### src/hdl/ieu_pkg.sv
// constants and types of the interrupt entry unit
package ieu_pkg;
  localparam int NSRC = 8;
  localparam int IDXW = 3;
  localparam int AW   = 24;
  localparam int AGEW = 8;
  // register offsets
  localparam logic [7:0] A_VBASE = 8'h00;
  localparam logic [7:0] A_FLAGS = 8'h04;
  localparam logic [7:0] A_IPL   = 8'h08;
  localparam logic [7:0] A_ISTK  = 8'h0C;
  localparam logic [7:0] A_USTK  = 8'h10;
  localparam logic [7:0] A_SVF   = 8'h14;
  localparam logic [7:0] A_SVPC  = 8'h18;
  localparam logic [7:0] A_STAT  = 8'h1C;
  localparam logic [7:0] A_FAST  = 8'h20;
  localparam logic [7:0] A_SRC0  = 8'h40;
  localparam logic [7:0] A_SRCN  = 8'h60;
  // field positions
  localparam int F_I = 0;
  localparam int F_D = 1;
  localparam int F_U = 2;
  localparam int FLGW = 3;
  localparam int CTL_REQ = 3;
  localparam int FAST_EN = 3;
  localparam int INFO_LVL_LSB = 8;
  // vector table
  localparam int VEC_TABLE_BYTES = 256;
  localparam int VEC_BYTES = 4;
  localparam int VEC_COUNT = VEC_TABLE_BYTES / VEC_BYTES;
  localparam logic [23:0] INFO_ADDR      = 24'h00_0000;
  localparam logic [23:0] FAST_INFO_ADDR = 24'h00_0002;
  localparam logic [23:0] WDT_VEC_ADDR   = 24'hFF_FFDC;
  localparam logic [5:0]  SRC_NUM_BASE   = 6'h08;
  localparam logic [5:0]  TRAP_KEEP_U    = 6'h20;
  localparam logic [2:0]  NMI_LEVEL      = 3'h7;
  localparam logic [23:0] STK_RST        = 24'h00_0000;
  localparam logic [2:0]  FLAGS_RST      = 3'h0;
  typedef logic [2:0] ieu_lvl_type;
  typedef enum logic [2:0] {
    S_IDLE, S_INFO, S_SAVE, S_PUSH_F, S_PUSH_PC, S_VEC, S_IPL, S_GO
  } ieu_state_type;
  typedef enum logic [1:0] {K_MASK, K_NMI, K_TRAP} ieu_kind_type;
endpackage : ieu_pkg

### src/hdl/ieu_arb.sv
// priority resolver for maskable sources
module ieu_arb #(
  parameter bit TIE_ASCEND = 1'b1
) (
  // clock and reset
  input  wire logic                       clk,
  input  wire logic                       rst_b,
  // pending requests and their levels
  input  wire logic [ieu_pkg::NSRC-1:0]   req,
  input  wire logic [ieu_pkg::NSRC-1:0]   rise,
  input  wire ieu_pkg::ieu_lvl_type       lvl [ieu_pkg::NSRC],
  // winner
  output logic                            win_v,
  output logic [ieu_pkg::IDXW-1:0]        win_i,
  output ieu_pkg::ieu_lvl_type            win_l
);
  import ieu_pkg::*;

  logic [AGEW-1:0] cnt_ff;
  logic [AGEW-1:0] stamp_ff [NSRC];
  logic [AGEW-1:0] best_age;

  // arrival stamps give age among equal levels
  always_ff @(posedge clk or negedge rst_b) begin
    if (!rst_b) cnt_ff <= '0;
    else if (|rise) cnt_ff <= cnt_ff + 8'h01;
  end

  for (genvar g = 0; g < NSRC; g++) begin : g_stamp
    always_ff @(posedge clk or negedge rst_b) begin
      if (!rst_b) stamp_ff[g] <= '0;
      else if (rise[g]) stamp_ff[g] <= cnt_ff;
    end
  end

  always_comb begin
    int i;
    logic [AGEW-1:0] age;
    i = 0;
    age = '0;
    win_v = 1'b0;
    win_i = '0;
    win_l = '0;
    best_age = '0;
    for (int k = 0; k < NSRC; k++) begin
      i = TIE_ASCEND ? k : NSRC - 1 - k;
      age = cnt_ff - stamp_ff[i];
      // strict compare keeps the first index scanned (lowest if TIE_ASCEND, else highest) on a full tie
      if (req[i] && (!win_v || lvl[i] > win_l ||
          (lvl[i] == win_l && age > best_age))) begin
        win_v = 1'b1;
        win_i = IDXW'(i);
        win_l = lvl[i];
        best_age = age;
      end
    end
  end
endmodule : ieu_arb

### src/hdl/ieu_sync.sv
// two-flop synchroniser for request pins
module ieu_sync #(
  parameter int W = 8
) (
  // clock and reset
  input  wire logic         clk,
  input  wire logic         rst_b,
  // pins and synchronised levels
  input  wire logic [W-1:0] d,
  output logic      [W-1:0] q
);
  logic [W-1:0] meta_ff;

  always_ff @(posedge clk or negedge rst_b) begin
    if (!rst_b) begin
      meta_ff <= '0;
      q       <= '0;
    end else begin
      meta_ff <= d;
      q       <= meta_ff;
    end
  end
endmodule : ieu_sync

### src/hdl/ieu_top.sv
// interrupt acceptance and entry sequencer with apb registers
// Functional notes
// - vector table is 256 bytes at base
// - four-byte entries, numbers 0 to 63
// - trap number dispatches through its vector
// - accept needs enable, higher level, request bit
// - request bit cleared by writing zero or by the info read at entry
// - ordinary instruction: resolve at end, enter next
// - string and sum-of-products ops are suspended
// - read info word, then clear request
// - flags captured in a temporary register
// - clear enable, debug flags; stack-select also cleared except for traps 32 and up
// - push flags and pc, fast uses saves
// - priority level loaded last
// - fetch resumes at routine start address
// - only highest simultaneous request accepted
// - level fields, then age, then fixed order
// - watchdog non-maskable, reset above all
// - traps skip masking and arbitration
module ieu_top #(
  parameter bit TIE_ASCEND = 1'b1
) (
  // clock and reset
  input  wire logic                     CLK_SYS,
  input  wire logic                     RST_B,
  // apb slave
  input  wire logic                     PSEL,
  input  wire logic                     PENABLE,
  input  wire logic                     PWRITE,
  input  wire logic [7:0]               PADDR,
  input  wire logic [31:0]              PWDATA,
  output logic      [31:0]              PRDATA,
  output logic                          PREADY,
  output logic                          PSLVERR,
  // request sources
  input  wire logic [ieu_pkg::NSRC-1:0] IRQ_IN,
  input  wire logic                     WDT_IN,
  // instruction sequencer
  input  wire logic                     INSTR_DONE,
  input  wire logic                     INSTR_BREAKABLE,
  input  wire logic                     TRAP_REQ,
  input  wire logic [5:0]               TRAP_NUM,
  input  wire logic [ieu_pkg::AW-1:0]   PROGRAM_COUNTER,
  output logic                          ENTRY_BUSY,
  output logic                          SUSPEND,
  output logic                          FETCH_GO,
  output logic      [ieu_pkg::AW-1:0]   FETCH_ADDR,
  output logic      [ieu_pkg::FLGW-1:0] CPU_FLAGS,
  output logic      [2:0]               CPU_IPL,
  // memory port
  output logic                          MEM_REQ,
  output logic                          MEM_WE,
  output logic      [ieu_pkg::AW-1:0]   MEM_ADDR,
  output logic      [31:0]              MEM_WDATA,
  input  wire logic                     MEM_ACK,
  input  wire logic [31:0]              MEM_RDATA
);
  import ieu_pkg::*;

  function automatic logic src_hit(input logic [7:0] a);
    return a >= A_SRC0 && a < A_SRCN && a[1:0] == 2'h0;
  endfunction : src_hit

  function automatic logic [IDXW-1:0] src_idx(input logic [7:0] a);
    return a[IDXW+1:2];
  endfunction : src_idx

  ieu_state_type   state_ff, nxt_state;
  ieu_kind_type    kind_ff, nxt_kind;
  logic [5:0]      num_ff, nxt_num;
  ieu_lvl_type     lvl_acc_ff, nxt_lvl_acc;
  logic            fast_ff, nxt_fast;
  logic [IDXW-1:0] widx_ff, nxt_widx;
  logic [AW-1:0]   pc_ff, nxt_pc;
  logic [FLGW-1:0] tmp_flags_ff, nxt_tmp_flags;
  logic [FLGW-1:0] cpu_flags_reg_ff, nxt_cpu_flags_reg;
  ieu_lvl_type     cpu_priority_level_ff, nxt_cpu_priority_level;
  logic [AW-1:0]   vector_base_reg_ff, nxt_vector_base_reg;
  logic [AW-1:0]   irq_stack_ptr_ff, nxt_irq_stack_ptr;
  logic [AW-1:0]   user_stack_ptr_ff, nxt_user_stack_ptr;
  logic [FLGW-1:0] fast_flags_save_ff, nxt_fast_flags_save;
  logic [AW-1:0]   fast_pc_save_ff, nxt_fast_pc_save;
  logic [AW-1:0]   vec_ff, nxt_vec;
  logic [3:0]      fast_ctl_ff, nxt_fast_ctl;
  logic            wdt_pend_ff;
  logic [NSRC-1:0] irq_s, irq_prev_ff, irq_rise;
  logic [NSRC-1:0] req_ff, src_clr;
  ieu_lvl_type     lvl_ff [NSRC];
  logic            win_v, clr_req, rd_ok;
  logic [IDXW-1:0] win_i;
  ieu_lvl_type     win_l;
  logic [31:0]     rd_data, mem_wdata;
  logic [AW-1:0]   mem_addr;

  // apb: one wait state, write and read data at the ready edge
  wire apb_set  = PSEL & PENABLE & ~PREADY;
  wire apb_wr   = PSEL & PENABLE & PREADY & PWRITE;
  wire wr_src   = apb_wr & src_hit(PADDR);
  wire idle     = state_ff == S_IDLE;
  wire mem_done = MEM_REQ & MEM_ACK;
  wire [AW-1:0] sp_cur = cpu_flags_reg_ff[F_U] ? user_stack_ptr_ff
                                              : irq_stack_ptr_ff;
  wire [AW-1:0] vec_addr = vector_base_reg_ff + {16'h0000, num_ff, 2'h0};

  // acceptance points and gates
  wire at_point  = INSTR_DONE | INSTR_BREAKABLE;
  wire mask_ok   = cpu_flags_reg_ff[F_I] & win_v &
                   (cpu_priority_level_ff < win_l);
  wire take_trap = idle & TRAP_REQ;
  wire take_nmi  = idle & ~TRAP_REQ & wdt_pend_ff & at_point;
  wire take_mask = idle & ~TRAP_REQ & ~wdt_pend_ff & at_point & mask_ok;
  wire take      = take_trap | take_nmi | take_mask;
  wire is_fast   = fast_ctl_ff[FAST_EN] & (fast_ctl_ff[2:0] == win_i);
  wire keep_u    = kind_ff == K_TRAP && num_ff >= TRAP_KEEP_U;
  wire mem_need  = state_ff == S_INFO || state_ff == S_PUSH_F ||
                   state_ff == S_PUSH_PC || state_ff == S_VEC;
  wire mem_we    = state_ff == S_PUSH_F || state_ff == S_PUSH_PC;

  ieu_sync #(.W(NSRC)) u_sync (
    .clk   (CLK_SYS),
    .rst_b (RST_B),
    .d     (IRQ_IN),
    .q     (irq_s)
  );

  assign irq_rise = irq_s & ~irq_prev_ff;

  ieu_arb #(.TIE_ASCEND(TIE_ASCEND)) u_arb (
    .clk   (CLK_SYS),
    .rst_b (RST_B),
    .req   (req_ff),
    .rise  (irq_rise),
    .lvl   (lvl_ff),
    .win_v (win_v),
    .win_i (win_i),
    .win_l (win_l)
  );

  // per-source control: level field and request bit
  for (genvar g = 0; g < NSRC; g++) begin : g_src
    wire hit = wr_src && src_idx(PADDR) == IDXW'(g);
    assign src_clr[g] = (hit && !PWDATA[CTL_REQ]) ||
                        (clr_req && widx_ff == IDXW'(g));
    always_ff @(posedge CLK_SYS or negedge RST_B) begin
      if (!RST_B) begin
        req_ff[g] <= 1'b0;
        lvl_ff[g] <= '0;
      end else begin
        // a new edge beats a clear in the same cycle
        req_ff[g] <= irq_rise[g] | (req_ff[g] & ~src_clr[g]);
        if (hit) lvl_ff[g] <= PWDATA[2:0];
      end
    end
  end

  // register read mux
  always_comb begin
    rd_data = 32'h0000_0000;
    rd_ok = 1'b1;
    if (src_hit(PADDR)) begin
      rd_data[CTL_REQ] = req_ff[src_idx(PADDR)];
      rd_data[2:0] = lvl_ff[src_idx(PADDR)];
    end else begin
      case (PADDR)
        A_VBASE: rd_data[AW-1:0] = vector_base_reg_ff;
        A_FLAGS: rd_data[FLGW-1:0] = cpu_flags_reg_ff;
        A_IPL:   rd_data[2:0] = cpu_priority_level_ff;
        A_ISTK:  rd_data[AW-1:0] = irq_stack_ptr_ff;
        A_USTK:  rd_data[AW-1:0] = user_stack_ptr_ff;
        A_SVF:   rd_data[FLGW-1:0] = fast_flags_save_ff;
        A_SVPC:  rd_data[AW-1:0] = fast_pc_save_ff;
        A_STAT:  rd_data[12:0] = {state_ff, kind_ff, wdt_pend_ff,
                                  fast_ff, num_ff};
        A_FAST:  rd_data[3:0] = fast_ctl_ff;
        default: rd_ok = 1'b0;
      endcase
    end
  end

  // entry sequence and cpu state
  always_comb begin
    nxt_state = state_ff;
    nxt_kind = kind_ff;
    nxt_num = num_ff;
    nxt_lvl_acc = lvl_acc_ff;
    nxt_fast = fast_ff;
    nxt_widx = widx_ff;
    nxt_pc = pc_ff;
    nxt_tmp_flags = tmp_flags_ff;
    nxt_vec = vec_ff;
    nxt_fast_flags_save = fast_flags_save_ff;
    nxt_fast_pc_save = fast_pc_save_ff;
    clr_req = 1'b0;
    nxt_cpu_flags_reg = cpu_flags_reg_ff;
    nxt_cpu_priority_level = cpu_priority_level_ff;
    nxt_vector_base_reg = vector_base_reg_ff;
    nxt_irq_stack_ptr = irq_stack_ptr_ff;
    nxt_user_stack_ptr = user_stack_ptr_ff;
    nxt_fast_ctl = fast_ctl_ff;
    if (apb_wr) begin
      case (PADDR)
        A_VBASE: nxt_vector_base_reg = PWDATA[AW-1:0];
        A_FLAGS: nxt_cpu_flags_reg = PWDATA[FLGW-1:0];
        A_IPL:   nxt_cpu_priority_level = PWDATA[2:0];
        A_ISTK:  nxt_irq_stack_ptr = PWDATA[AW-1:0];
        A_USTK:  nxt_user_stack_ptr = PWDATA[AW-1:0];
        A_FAST:  nxt_fast_ctl = PWDATA[3:0];
        default: ;
      endcase
    end
    // the sequencer overrides software in the same cycle
    unique case (state_ff)
      S_IDLE: if (take) begin
        nxt_kind = take_trap ? K_TRAP : (take_nmi ? K_NMI : K_MASK);
        nxt_num = take_trap ? TRAP_NUM
                            : SRC_NUM_BASE + {3'h0, win_i};
        nxt_lvl_acc = take_nmi ? NMI_LEVEL : win_l;
        nxt_fast = take_mask & is_fast;
        nxt_widx = win_i;
        nxt_pc = PROGRAM_COUNTER;
        nxt_state = take_mask ? S_INFO : S_SAVE;
      end
      S_INFO: if (mem_done) begin
        nxt_num = MEM_RDATA[5:0];
        nxt_lvl_acc = MEM_RDATA[INFO_LVL_LSB+2:INFO_LVL_LSB];
        clr_req = 1'b1;
        nxt_state = S_SAVE;
      end
      S_SAVE: begin
        nxt_tmp_flags = cpu_flags_reg_ff;
        nxt_cpu_flags_reg[F_I] = 1'b0;
        nxt_cpu_flags_reg[F_D] = 1'b0;
        if (!keep_u) nxt_cpu_flags_reg[F_U] = 1'b0;
        if (fast_ff) begin
          nxt_fast_flags_save = cpu_flags_reg_ff;
          nxt_fast_pc_save = pc_ff;
        end
        nxt_state = fast_ff ? S_VEC : S_PUSH_F;
      end
      S_PUSH_F, S_PUSH_PC: if (mem_done) begin
        if (cpu_flags_reg_ff[F_U])
          nxt_user_stack_ptr = sp_cur - 24'h00_0004;
        else
          nxt_irq_stack_ptr = sp_cur - 24'h00_0004;
        nxt_state = state_ff == S_PUSH_F ? S_PUSH_PC : S_VEC;
      end
      S_VEC: if (mem_done) begin
        nxt_vec = MEM_RDATA[AW-1:0];
        nxt_state = S_IPL;
      end
      S_IPL: begin
        // software traps leave the priority level alone
        if (kind_ff != K_TRAP) nxt_cpu_priority_level = lvl_acc_ff;
        nxt_state = S_GO;
      end
      S_GO: nxt_state = S_IDLE;
    endcase
  end

  // memory address and data per step
  always_comb begin
    mem_addr = INFO_ADDR;
    mem_wdata = 32'h0000_0000;
    unique case (state_ff)
      S_INFO: mem_addr = fast_ff ? FAST_INFO_ADDR : INFO_ADDR;
      S_PUSH_F: begin
        mem_addr = sp_cur - 24'h00_0004;
        mem_wdata[FLGW-1:0] = tmp_flags_ff;
      end
      S_PUSH_PC: begin
        mem_addr = sp_cur - 24'h00_0004;
        mem_wdata[AW-1:0] = pc_ff;
      end
      // the six-bit number keeps the read inside the table
      S_VEC: mem_addr = kind_ff == K_NMI ? WDT_VEC_ADDR
                                         : vec_addr;
      default: ;
    endcase
  end

  always_ff @(posedge CLK_SYS or negedge RST_B) begin
    if (!RST_B) begin
      state_ff <= S_IDLE;
      kind_ff <= K_MASK;
      num_ff <= '0;
      lvl_acc_ff <= '0;
      fast_ff <= 1'b0;
      widx_ff <= '0;
      pc_ff <= '0;
      tmp_flags_ff <= FLAGS_RST;
      vec_ff <= '0;
      fast_flags_save_ff <= FLAGS_RST;
      fast_pc_save_ff <= STK_RST;
    end else begin
      state_ff <= nxt_state;
      kind_ff <= nxt_kind;
      num_ff <= nxt_num;
      lvl_acc_ff <= nxt_lvl_acc;
      fast_ff <= nxt_fast;
      widx_ff <= nxt_widx;
      pc_ff <= nxt_pc;
      tmp_flags_ff <= nxt_tmp_flags;
      vec_ff <= nxt_vec;
      fast_flags_save_ff <= nxt_fast_flags_save;
      fast_pc_save_ff <= nxt_fast_pc_save;
    end
  end

  always_ff @(posedge CLK_SYS or negedge RST_B) begin
    if (!RST_B) begin
      cpu_flags_reg_ff <= FLAGS_RST;
      cpu_priority_level_ff <= '0;
      vector_base_reg_ff <= STK_RST;
      irq_stack_ptr_ff <= STK_RST;
      user_stack_ptr_ff <= STK_RST;
      fast_ctl_ff <= '0;
      wdt_pend_ff <= 1'b0;
      irq_prev_ff <= '0;
    end else begin
      cpu_flags_reg_ff <= nxt_cpu_flags_reg;
      cpu_priority_level_ff <= nxt_cpu_priority_level;
      vector_base_reg_ff <= nxt_vector_base_reg;
      irq_stack_ptr_ff <= nxt_irq_stack_ptr;
      user_stack_ptr_ff <= nxt_user_stack_ptr;
      fast_ctl_ff <= nxt_fast_ctl;
      wdt_pend_ff <= WDT_IN | (wdt_pend_ff & ~take_nmi);
      irq_prev_ff <= irq_s;
    end
  end

  always_ff @(posedge CLK_SYS or negedge RST_B) begin
    if (!RST_B) begin
      PRDATA <= 32'h0000_0000;
      PREADY <= 1'b0;
      PSLVERR <= 1'b0;
      MEM_REQ <= 1'b0;
      MEM_WE <= 1'b0;
      MEM_ADDR <= '0;
      MEM_WDATA <= 32'h0000_0000;
      ENTRY_BUSY <= 1'b0;
      SUSPEND <= 1'b0;
      FETCH_GO <= 1'b0;
      FETCH_ADDR <= '0;
    end else begin
      PREADY <= apb_set;
      PSLVERR <= apb_set & ~rd_ok;
      if (apb_set) PRDATA <= rd_data;
      MEM_REQ <= mem_need & ~mem_done;
      MEM_WE <= mem_we;
      MEM_ADDR <= mem_addr;
      MEM_WDATA <= mem_wdata;
      ENTRY_BUSY <= nxt_state != S_IDLE;
      SUSPEND <= take & ~take_trap & INSTR_BREAKABLE & ~INSTR_DONE;
      FETCH_GO <= state_ff == S_GO;
      FETCH_ADDR <= vec_ff;
    end
  end

  assign CPU_FLAGS = cpu_flags_reg_ff;
  assign CPU_IPL = cpu_priority_level_ff;
endmodule : ieu_top

### config.mk
export PLATFORM = sky130hd
export DESIGN_NAME = ieu_top
export DESIGN_NICKNAME = d
export VERILOG_FILES = /design/src/hdl/ieu_pkg.sv /design/src/hdl/ieu_arb.sv /design/src/hdl/ieu_sync.sv /design/src/hdl/ieu_top.sv
export SDC_FILE = /design/constraint.sdc
export NUM_CORES = 1
export LEC_CHECK = 0
export ABC_AREA = 1
export BUFFER_PORTS_ARGS = -buffer_cell sky130_fd_sc_hd__buf_2
export CAP_MARGIN = 40
export CORE_MARGIN = 8
export CORE_UTILIZATION = 54
export DETAILED_ROUTE_END_ITERATION = 12
export PLACE_DENSITY = 0.75
export RECOVER_POWER = 100
export SLEW_MARGIN = 20
export SYNTH_ARGS = -nofsm -noshare
export SYNTH_HDL_FRONTEND = slang
export SYNTH_SLANG_ARGS = --single-unit
### constraint.sdc
create_clock -name CLK_SYS -period 12.8 [get_ports CLK_SYS]
set_input_delay 1.28 -clock CLK_SYS [delete_from_list [all_inputs] [get_ports CLK_SYS]]
set_output_delay 1.28 -clock CLK_SYS [all_outputs]
set_load 0.005 [all_outputs]
==> reports/qor.yml, run 1 <==
outcome:
  outcome: "complete, but fails checks"
  violations: "capacitance limit, slew limit"
logic_synthesis:
  avgSynthCellArea_um2: 8.229
  synth.distinct_cells: 58
  yosysWarnings: 0
  synthTopCellsByArea: "dfrtp_1 (45%), nand2_1 (9.8%), ha_1 (7.9%)"
  synth_edf_count: 0
  yosysTopAreaCell: "dfrtp_1"
  async_reset_ff_share_pct: 100.0
  ys_seq_area_share_pct: 45.09
  syn_inst: 2765
  synth-main-ff-cell: "dfrtp_1"
  ys_ff_latch: 410
  synth_top_cell_area_share_pct: 45.09
  synth_area_mm2: 0.02275
sta:
  setup_ws_ns: 0.4472
  setup_viol: 0
  tightest_slew_ns: 6.641
  finalClockSkew_ns: 0.02796
  max-slew-margin-rel_pct: -342.7
  hold_viol: 0
  fin_crit_sh_pct: 96.51
  fin_crit_ns: 12.35
  fmax_mhz: 80.95
  slew_violations: 502
routing:
  drt_iter0_drc: 2147
  wl_per_cell_um: 20.01
  totalWireLength_um: 71620
  vias: 20640
  drtAntennaViolNets: 0
  avgViaCountPerCell: 5.766
  drtPass1Iterations: 6
  drc: 0
setup_path:
  critical-path-top-delay-family: "simple AND/OR/NAND/NOR gates"
  slowest_delay_ns: 0.43
  criticalPathCategory: "reg2reg"
  path_common_cell: "nand2_1"
  endpoint_kind: "flop"
  arrival_ns: 12.87
  crit_buf_inv: 10
  crit_path_top_delay_cell: "dfrtp_2"
  crit_fanout: 10
  critPathLaunchType: "flop"
  crit_required_ns: 13.32
  reg2reg_slack_ns: 0.45
die:
  io_pins: 245
  dieArea_mm2: 0.04896
  die-height_um: 221.3
  num_rows: 75
  core_mm2: 0.04176
  die_w_um: 221.3
  initial_core_util_pct: 54.48
placed_design:
  gp_congestion: 0.9538
  place_inst: 3467
  post-place-ws_ns: -0.2455
  dp_hpwl_um: 51130
  io_buffers: 212
final_layout:
  fill_cells: 3632
  area_growth_pct: 16.62
  layout.cells.non_filler: 3580
  nets: 3278
  regMostFlops: "u_arb.stamp_ff"
  largest_reg_flops: 64
  drive_gt1_share_pct: 12.60
  fin_util_pct: 63.54
clock_tree:
  cts_buffers: 45
  cts-root-buf: "clkbuf_16"
  clock_sink_count: 410
  cts.path.max_buffers: 3
  cts-htree-levels: 2
  clk_latency_ns: 0.60
  cts_tree: "yes"
  clk_pin_slew_ns: 0.06
worst_hold_path:
  hold_path.class: "reg2reg"
run:
  drv_cap: 7
grt:
  grt_antenna_before_repair: 3
  overflow: 0
  track_usage_pct: 27.72
  grt_pass1_vias: 20090
  grt_pass1_wl_um: 109500
  grt_max_degree: 142
worst reg2reg max path: cells and delay by family, from the launching register on:
kind	cells	cell delay, ns
adder cells (fa/ha/maj)	10	2.62
flip-flops	1	0.43
AND/OR/NAND/NOR	52	5.56
AO/OA/AOI/OAI	16	2.19
XOR/XNOR	1	0.28
buffers and inverters	10	1.21
synth_stat cells (5+ instances only):
| cell | count |
|---|---|
| nor2_1 | 160 |
| or2_2 | 8 |
| nand3b_1 | 5 |
| buf_6 | 7 |
| a21oi_1 | 131 |
| dfrtp_1 | 410 |
| o21ai_2 | 20 |
| inv_2 | 10 |
| xor2_1 | 62 |
| nand4_1 | 26 |
| a31oi_1 | 9 |
| ha_1 | 143 |
| nor3_2 | 7 |
| o21ai_1 | 50 |
| o22ai_1 | 42 |
| nand2_1 | 595 |
| nor3_1 | 27 |
| nand3_2 | 6 |
| o21ai_0 | 354 |
| o211ai_1 | 10 |
| inv_1 | 346 |
| and2_1 | 14 |
| xnor2_1 | 22 |
| o21bai_1 | 14 |
| buf_1 | 7 |
| nand2_2 | 5 |
| buf_4 | 19 |
| fa_1 | 9 |
| nand3_1 | 92 |
| a22oi_1 | 5 |
| a311oi_1 | 7 |
| o21a_1 | 5 |
| a221oi_1 | 14 |
| buf_2 | 6 |
| clkbuf_1 | 74 |
metal layers:
layer,global-route usage (%),up-vias,part of all wire [%]
li1,-,9585,-
met1,38.62,9857,42
met2,40.63,1040,43
met3,7.737,157,12
met4,10.72,4,3.4
met5,0,-,0.029
cell families after synthesis:
group | after synthesis | share of synthesized area, %
AND/OR/NAND/NOR | 958 | 17.74
AO/OA/AOI/OAI | 685 | 16.75
buffers and inverters | 472 | 8.370
flip-flops | 410 | 45.09
adder cells (fa/ha/maj) | 152 | 8.656
XOR/XNOR | 84 | 3.234
multiplexers | 3 | 0.1485
other | 1 | 0.01648
timing repair:
action / 4_1_cts / 5_1_grt
pin swaps: 2 / 32
gates resized for setup: 18 / 106
cloned: 2 / 9
setup endpoints to repair: 39 / 42
hold buffers: 0 / 0
buffers inserted: 1 / 16
final cells by class:
cell class	instances	area, um2	share of cell area, %
sequential	410	10260	38.67
clock inverter	24	342.8	1.292
antenna	1	2.502	0.009431
multi-input combinational	1900	11060	41.67
clock buffer	57	1251	4.715
tap	539	674.4	2.542
inverter	358	1349	5.083
timing repair buffer	291	1598	6.022
path summary, 6_finish.rpt:
| kind | from | cells past startpoint | to |
|---|---|---|---|
| max | u_arb.cnt_ff[0] | 89 | pc_ff[8] |
| min | u_sync.meta_ff[0] | 0 | u_sync.q[0] |
| max reg2reg | u_arb.cnt_ff[0] | 89 | pc_ff[8] |
| min reg2reg | u_sync.meta_ff[0] | 0 | u_sync.q[0] |
| max in group asynchronous | RST_B | 3 | u_arb.stamp_ff[55] |
| min in group asynchronous | RST_B | 1 | u_sync.meta_ff[5] |
cell usage in the layout, fill, tap and decap left out, drive strengths merged, types with 26 or more instances in the layout:
cell	instances
nor2	165
nand4	26
o21ai	424
clkbuf	188
nand3	98
nor3	35
xor2	62
inv	357
buf	160
nand2	603
dfrtp	410
ha	143
o22ai	42
a21oi	131
stage by stage:
stage | cell area, um2 | TNS, ns | hold slack (ns)
final | 26530 | 0 | 0.3457
after global routing | 26530 | -12.69 | 0.3493
after CTS | 26250 | 0 | 0.3492
after detailed placement | 24550 | -6.628 | 0.3364
after global placement | 24310 | 0 | 0.3317
after floorplan | 22810 | 0 | 0.3312
Power of run 1 is left out: the tool's default activity adds up to more than one toggle a clock period on the data nets, which glitch-free logic cannot reach.
==> inputs of run 2 (changes only) <==
--- a/config.mk
+++ b/config.mk
@@ -6,7 +6,7 @@
 export NUM_CORES = 1
 export LEC_CHECK = 0
 export ABC_AREA = 1
-export BUFFER_PORTS_ARGS = -buffer_cell sky130_fd_sc_hd__buf_2
+export BUFFER_PORTS_ARGS = -buffer_cell sky130_fd_sc_hd__buf_4
 export CAP_MARGIN = 40
 export CORE_MARGIN = 8
 export CORE_UTILIZATION = 54
==> run 2 against run 1 <==
The run still ends with capacitance limit, slew limit left. Sequential share of layout area shrank 0.23 points. Final cell count shrank 0.39%. Flip-flop and latch count is the same. Count of clock-buffer cells in the layout shrank 3. Critical path type unchanged. Largest cell class unchanged.
==> reports/qor.yml, run 2 (same netlist as run 1, synthesis figures left out) <==
setup_path:
  crit_path_top_delay_cell: "dfrtp_2"
  reg2reg_to: "pc_ff[5]"
  endpoint_kind: "flop"
  slowest_delay_ns: 0.47  # +0.04 ns
  crit_required_ns: 13.33  # about the same
  path_common_cell: "nand2_1"
  ff2ff_path_depth: 90  # +1.1%
  crit_fanout: 12  # +2
  arrival_ns: 12.57  # -0.30 ns
  critPathLaunchType: "flop"
  r2r-start: "u_arb.cnt_ff[2]"
  criticalPathCategory: "reg2reg"
  reg2reg_slack_ns: 0.76  # +0.31 ns
final_layout:
  layout_common_cells: "nand2_1 (585), dfrtp_1 (409), inv_1 (344), o21ai_0 (340), nor2_1 (158)"
  area_growth_pct: 17.32
  drive_gt1_share_pct: 13.45  # +0.85 points
  final_common_cell: "nand2_1"
  fin_util_pct: 63.92  # +0.38 points
  largest_reg_flops: 64  # unchanged
  insertedDiodeCount: 0  # -1
  regMostFlops: "u_arb.stamp_ff"
  nets: 3265  # -0.40%
sta:
  fin_crit_ns: 12.04  # -0.3097 ns
  setup_viol: 0  # unchanged
  tightest_slew_ns: 5.476  # -1.165 ns
  slew_violations: 493  # -1.8%
  fin_crit_sh_pct: 94.09  # -2.4 points
  setup_ws_ns: 0.7569  # +0.3097 ns
  hold_ws_ns: 0.3438  # -0.001971 ns
  hold_viol: 0  # unchanged
  fin_setup_tns_ns: 0  # unchanged
  fmax_mhz: 83.04  # +2.6%
  max-slew-margin-rel_pct: -265.1  # +78 points
  finalClockSkew_ns: 0.02944  # +0.001484 ns
routing:
  totalWireLength_um: 70170  # -2.0%
  drc: 0  # unchanged
  drt_iter0_drc: 2165  # +0.84%
  avgViaCountPerCell: 5.733  # -0.57%
  vias: 20450  # -0.96%
  drtPass1Iterations: 6  # unchanged
  wl_per_cell_um: 19.68  # -1.6%
  drtAntennaViolNets: 0  # unchanged
clock_tree:
  cts-htree-levels: 2  # unchanged
  clk_latency_ns: 0.60  # about the same
  cts_buffers: 45  # unchanged
  cts.path.max_buffers: 3  # unchanged
  cts_tree: "yes"
  cts-root-buf: "clkbuf_16"
  clock_sink_count: 410  # unchanged
  clk_pin_slew_ns: 0.06  # about the same
die:
  initial_core_util_pct: 54.48  # unchanged
  die-height_um: 221.3  # unchanged
  core_mm2: 0.04176  # unchanged
  io_pins: 245  # unchanged
  num_rows: 75  # unchanged
  die_w_um: 221.3  # unchanged
  dieArea_mm2: 0.04896  # unchanged
worst_hold_path:
  min_to: "u_sync.q[0]"
  worstHoldStart: "u_sync.meta_ff[0]"
  hold_path.class: "reg2reg"
  hold_depth: 0  # unchanged
run:
  drv_cap: 5  # -2
placed_design:
  post-place-ws_ns: -0.1494  # +0.09608 ns
  gp_congestion: 0.9405  # -1.4%
  io_buffers: 212  # unchanged
  dp_hpwl_um: 50900  # -0.46%
grt:
  grt_pass1_wl_um: 109200  # -0.25%
  grt_max_degree: 170  # +20%
  track_usage_pct: 27.74  # about the same
  grt_pass1_vias: 20050  # -0.20%
  overflow: 0  # unchanged
  grt_antenna_before_repair: 1  # -2
outcome:
  outcome: "complete, but fails checks"
  violations: "capacitance limit, slew limit"
[run 2: worst max-delay path, delay by kind of cell, from the launching register on]
kind                       cells  cell delay [ns]
AOI/OAI and AO/OA             22             2.59
xor gates and xnor gates       1             0.24
adders and majority gates      9             2.30
buffers and inverters          8             1.21
DFF                            1             0.47
and+or+nand+nor               50             5.13
[run 2: layout make-up]
| class | instances | area, um2 |
|---|---|---|
| Timing Repair Buffer | 278 | 1942 |
| Fill cell | 3546 | 15070 |
| Tap cell | 539 | 674.4 |
| Inverter | 358 | 1346 |
| Clock inverter | 27 | 260.3 |
| Sequential cell | 410 | 10260 |
| Clock buffer | 54 | 1231 |
| Multi-Input combinational cell | 1900 | 10980 |
[run 2: metal layers]
| layer | share of wire [%] | track usage (%) | wire (um) | vias to the layer above |
|---|---|---|---|---|
| met4 | 2.9 | 9.621 | 2018 | 0 |
| met5 | 0 | 0 | 0 | - |
| met3 | 12 | 9.761 | 8596 | 134 |
| met1 | 42 | 37.22 | 29210 | 9769 |
| li1 | - | - | - | 9569 |
| met2 | 43 | 41.32 | 30340 | 973 |
[run 2: how the worst max path moves through the flow]
stage / startpoint / to / slack [ns] / cells past startpoint
2_1_floorplan: u_arb.cnt_ff[0] / pc_ff[9] / 0.14 / 88
3_3_place_gp: u_arb.cnt_ff[0] / pc_ff[15] / 0.17 / 83
3_5_place_dp: u_arb.cnt_ff[0] / pc_ff[19] / -0.15 / 88
4_1_cts: u_arb.cnt_ff[0] / pc_ff[21] / 0.01 / 88
5_1_grt: u_arb.cnt_ff[1] / pc_ff[23] / -0.16 / 94
6_report: u_arb.cnt_ff[2] / pc_ff[5] / 0.76 / 90
[run 2: repair_timing]
item | 4_1_cts | 5_1_grt
gates cloned | 1 | 6
setup buffers | 0 | 11
gates resized for setup | 9 | 97
endpoints found under the setup margin | 36 | 42
hold buffers | 0 | 0
pin swaps | 0 | 31
[run 2: through the flow]
stage / instances / instance area [um2]
CTS: 3546 / 26540
global route: 3566 / 26690
finish: 3566 / 26690
global placement: 3456 / 24880
floorplan: 2780 / 22810
detailed placement: 3464 / 25000
Power of run 2 is left out for the same reason.
==> inputs of run 3 (changes only) <==
--- a/config.mk
+++ b/config.mk
@@ -6,12 +6,12 @@
 export NUM_CORES = 1
 export LEC_CHECK = 0
 export ABC_AREA = 1
-export BUFFER_PORTS_ARGS = -buffer_cell sky130_fd_sc_hd__buf_4
 export CAP_MARGIN = 40
 export CORE_MARGIN = 8
-export CORE_UTILIZATION = 54
+export CORE_UTILIZATION = 58
 export DETAILED_ROUTE_END_ITERATION = 12
-export PLACE_DENSITY = 0.75
+export DONT_BUFFER_PORTS = 1
+export PLACE_DENSITY = 0.74
 export RECOVER_POWER = 100
 export SLEW_MARGIN = 20
 export SYNTH_ARGS = -nofsm -noshare
==> run 3 against run 2 <==
The flow still finishes with violations (capacitance limit, slew limit). Non-clock buffer count decreased by 211. Die area fell by 6.4%. Largest cell class unchanged. Global-route usage up 1.0 points. First-iteration DRC count shrank 6.9%.
==> reports/qor.yml, run 3 (same netlist as run 1, synthesis figures left out) <==
outcome:
  outcome: "complete, but fails checks"
  violations: "capacitance limit, slew limit"
grt:
  track_usage_pct: 28.76  # +1.0 points
  grt_pass1_vias: 18750  # -6.5%
  grt_max_degree: 411  # +140%
  grt_pass1_wl_um: 105700  # -3.2%
  overflow: 0  # unchanged
  grt_antenna_before_repair: 0  # -1
final_layout:
  nets: 3052  # -6.5%
  drive_gt1_share_pct: 9.023  # -4.4 points
  area_growth_pct: 12.13
  layout.cells.non_filler: 3333  # -6.5%
  fill_cells: 3194  # -9.9%
  regMostFlops: "u_arb.stamp_ff"
  final_common_cell: "nand2_1"
  layout_common_cells: "nand2_1 (583), dfrtp_1 (410), inv_1 (343), o21ai_0 (341), nor2_1 (163)"
  largest_reg_flops: 64  # unchanged
  insertedDiodeCount: 0  # unchanged
placed_design:
  place_inst: 3226  # -6.9%
  dp_hpwl_um: 49040  # -3.6%
  gp_congestion: 0.9198  # -2.2%
  io_buffers: 0  # -100%
setup_path:
  r2r-start: "u_arb.cnt_ff[0]"
  crit_path_top_delay_cell: "dfrtp_1"
  critPathLaunchType: "flop"
  crit_required_ns: 13.32  # about the same
  path_common_cell: "nand2_1"
  ff2ff_path_depth: 91  # +1.1%
  crit_fanout: 16  # +4
  reg2reg_to: "widx_ff[1]"
  reg2reg_slack_ns: 0.59  # -0.17 ns
  cp-endpoint: "widx_ff[1]"
  criticalPathCategory: "reg2reg"
  startpoint: "u_arb.cnt_ff[0]"
  slowest_delay_ns: 0.42  # -0.05 ns
  arrival_ns: 12.73  # +0.16 ns
  endpoint_kind: "flop"
routing:
  drtAntennaViolNets: 0  # unchanged
  avgViaCountPerCell: 5.902  # +2.9%
  drc: 0  # unchanged
  vias: 19670  # -3.8%
  wl_per_cell_um: 20.80  # +5.7%
  totalWireLength_um: 69330  # -1.2%
  drt_iter0_drc: 2016  # -6.9%
  drtPass1Iterations: 6  # unchanged
clock_tree:
  cts.path.max_buffers: 3  # unchanged
  cts-htree-levels: 2  # unchanged
  cts_buffers: 44  # -2.2%
  clock_sink_count: 410  # unchanged
  cts_tree: "yes"
  clk_latency_ns: 0.60  # about the same
  clk_pin_slew_ns: 0.06  # about the same
  cts-root-buf: "clkbuf_16"
sta:
  finalClockSkew_ns: 0.02406  # -0.005383 ns
  fmax_mhz: 81.90  # -1.4%
  hold_viol: 0  # unchanged
  fin_crit_ns: 12.21  # +0.1663 ns
  setup_viol: 0  # unchanged
  slew_violations: 252  # -49%
  fin_crit_sh_pct: 95.39  # +1.3 points
  hold_ws_ns: 0.3464  # +0.002606 ns
  max-slew-margin-rel_pct: -43.86  # +220 points
  tightest_slew_ns: 2.158  # -3.318 ns
die:
  dieArea_mm2: 0.04582  # -6.4%
  initial_core_util_pct: 58.87  # +4.4 points
  die-height_um: 214.1  # -3.3%
  die_w_um: 214.1  # -3.3%
  io_pins: 245  # unchanged
  core_mm2: 0.03865  # -7.5%
  num_rows: 72  # -4.0%
worst_hold_path:
  hold_path.class: "reg2reg"
run:
  drv_cap: 4  # -1
-- run 3: changes by cell type in the layout (fill, tap and decap cells not counted), sizes merged --
cell      previous run  this run
bufinv               3         6
inv                357       356
clkinvlp             2         3
nand2              603       602
clkinv              23        15
clkbuf             206        83
buf                126        43
-- run 3: cell type report --
cell class	instances	area [um2]	share of cell area [%]
clock buffer	59	1237	4.850
multi-input combinational	1899	10990	43.08
inverter	358	1349	5.287
sequential	410	10260	40.22
tap	518	648.1	2.540
timing repair buffer	67	678.2	2.658
clock inverter	22	347.8	1.363
-- run 3: worst max-delay path, delay by kind of cell (launching register included) --
kind	cells	cell delay (ns)
xor gates and xnor gates	1	0.23
DFF	1	0.42
and+or+nand+nor	49	4.54
buffers and inverters	11	1.42
adders and majority gates	10	2.85
AOI/OAI and AO/OA	20	2.57
-- run 3: per-stage QoR --
stage	worst slack (ns)	utilization (%)	TNS [ns]	cell area (um2)
2_1_floorplan	0.1440	-	0	22810
3_5_place_dp	-0.09261	60.31	-1.583	23310
3_3_place_gp	0.1630	60.01	0	23190
4_1_cts	0.05240	64.56	0	24950
6_report	0.5906	66.01	0	25510
5_1_grt	-0.3442	66.01	-11.84	25510
-- run 3: how the worst min path moves through the flow --
stage                                 start           to  slack, ns  cells after the start
after detailed placement  u_sync.meta_ff[1]  u_sync.q[1]       0.34                      0
after floorplan           u_sync.meta_ff[0]  u_sync.q[0]       0.33                      0
after global placement    u_sync.meta_ff[2]  u_sync.q[2]       0.33                      0
after global routing      u_sync.meta_ff[1]  u_sync.q[1]       0.35                      0
final                     u_sync.meta_ff[1]  u_sync.q[1]       0.35                      0
after CTS                 u_sync.meta_ff[1]  u_sync.q[1]       0.35                      0
-- run 3: routing by layer --
| metal | GRT usage [%] | vias to the layer above | wire (um) |
|---|---|---|---|
| met5 | 0 | - | 0 |
| met4 | 9.186 | 0 | 2165 |
| met3 | 9.154 | 144 | 8086 |
| met2 | 41.72 | 939 | 29440 |
| met1 | 40.53 | 9453 | 29640 |
| li1 | - | 9135 | - |
-- run 3: repair_timing --
action | in CTS | in global routing
hold buffers | 0 | 0
resized for setup | 5 | 118
setup buffers | 2 | 12
setup endpoints to repair | 31 | 42
hold endpoints to repair | 0 | 0
pin swaps | 1 | 29
cloned | 1 | 10
Power of run 3 is left out for the same reason.
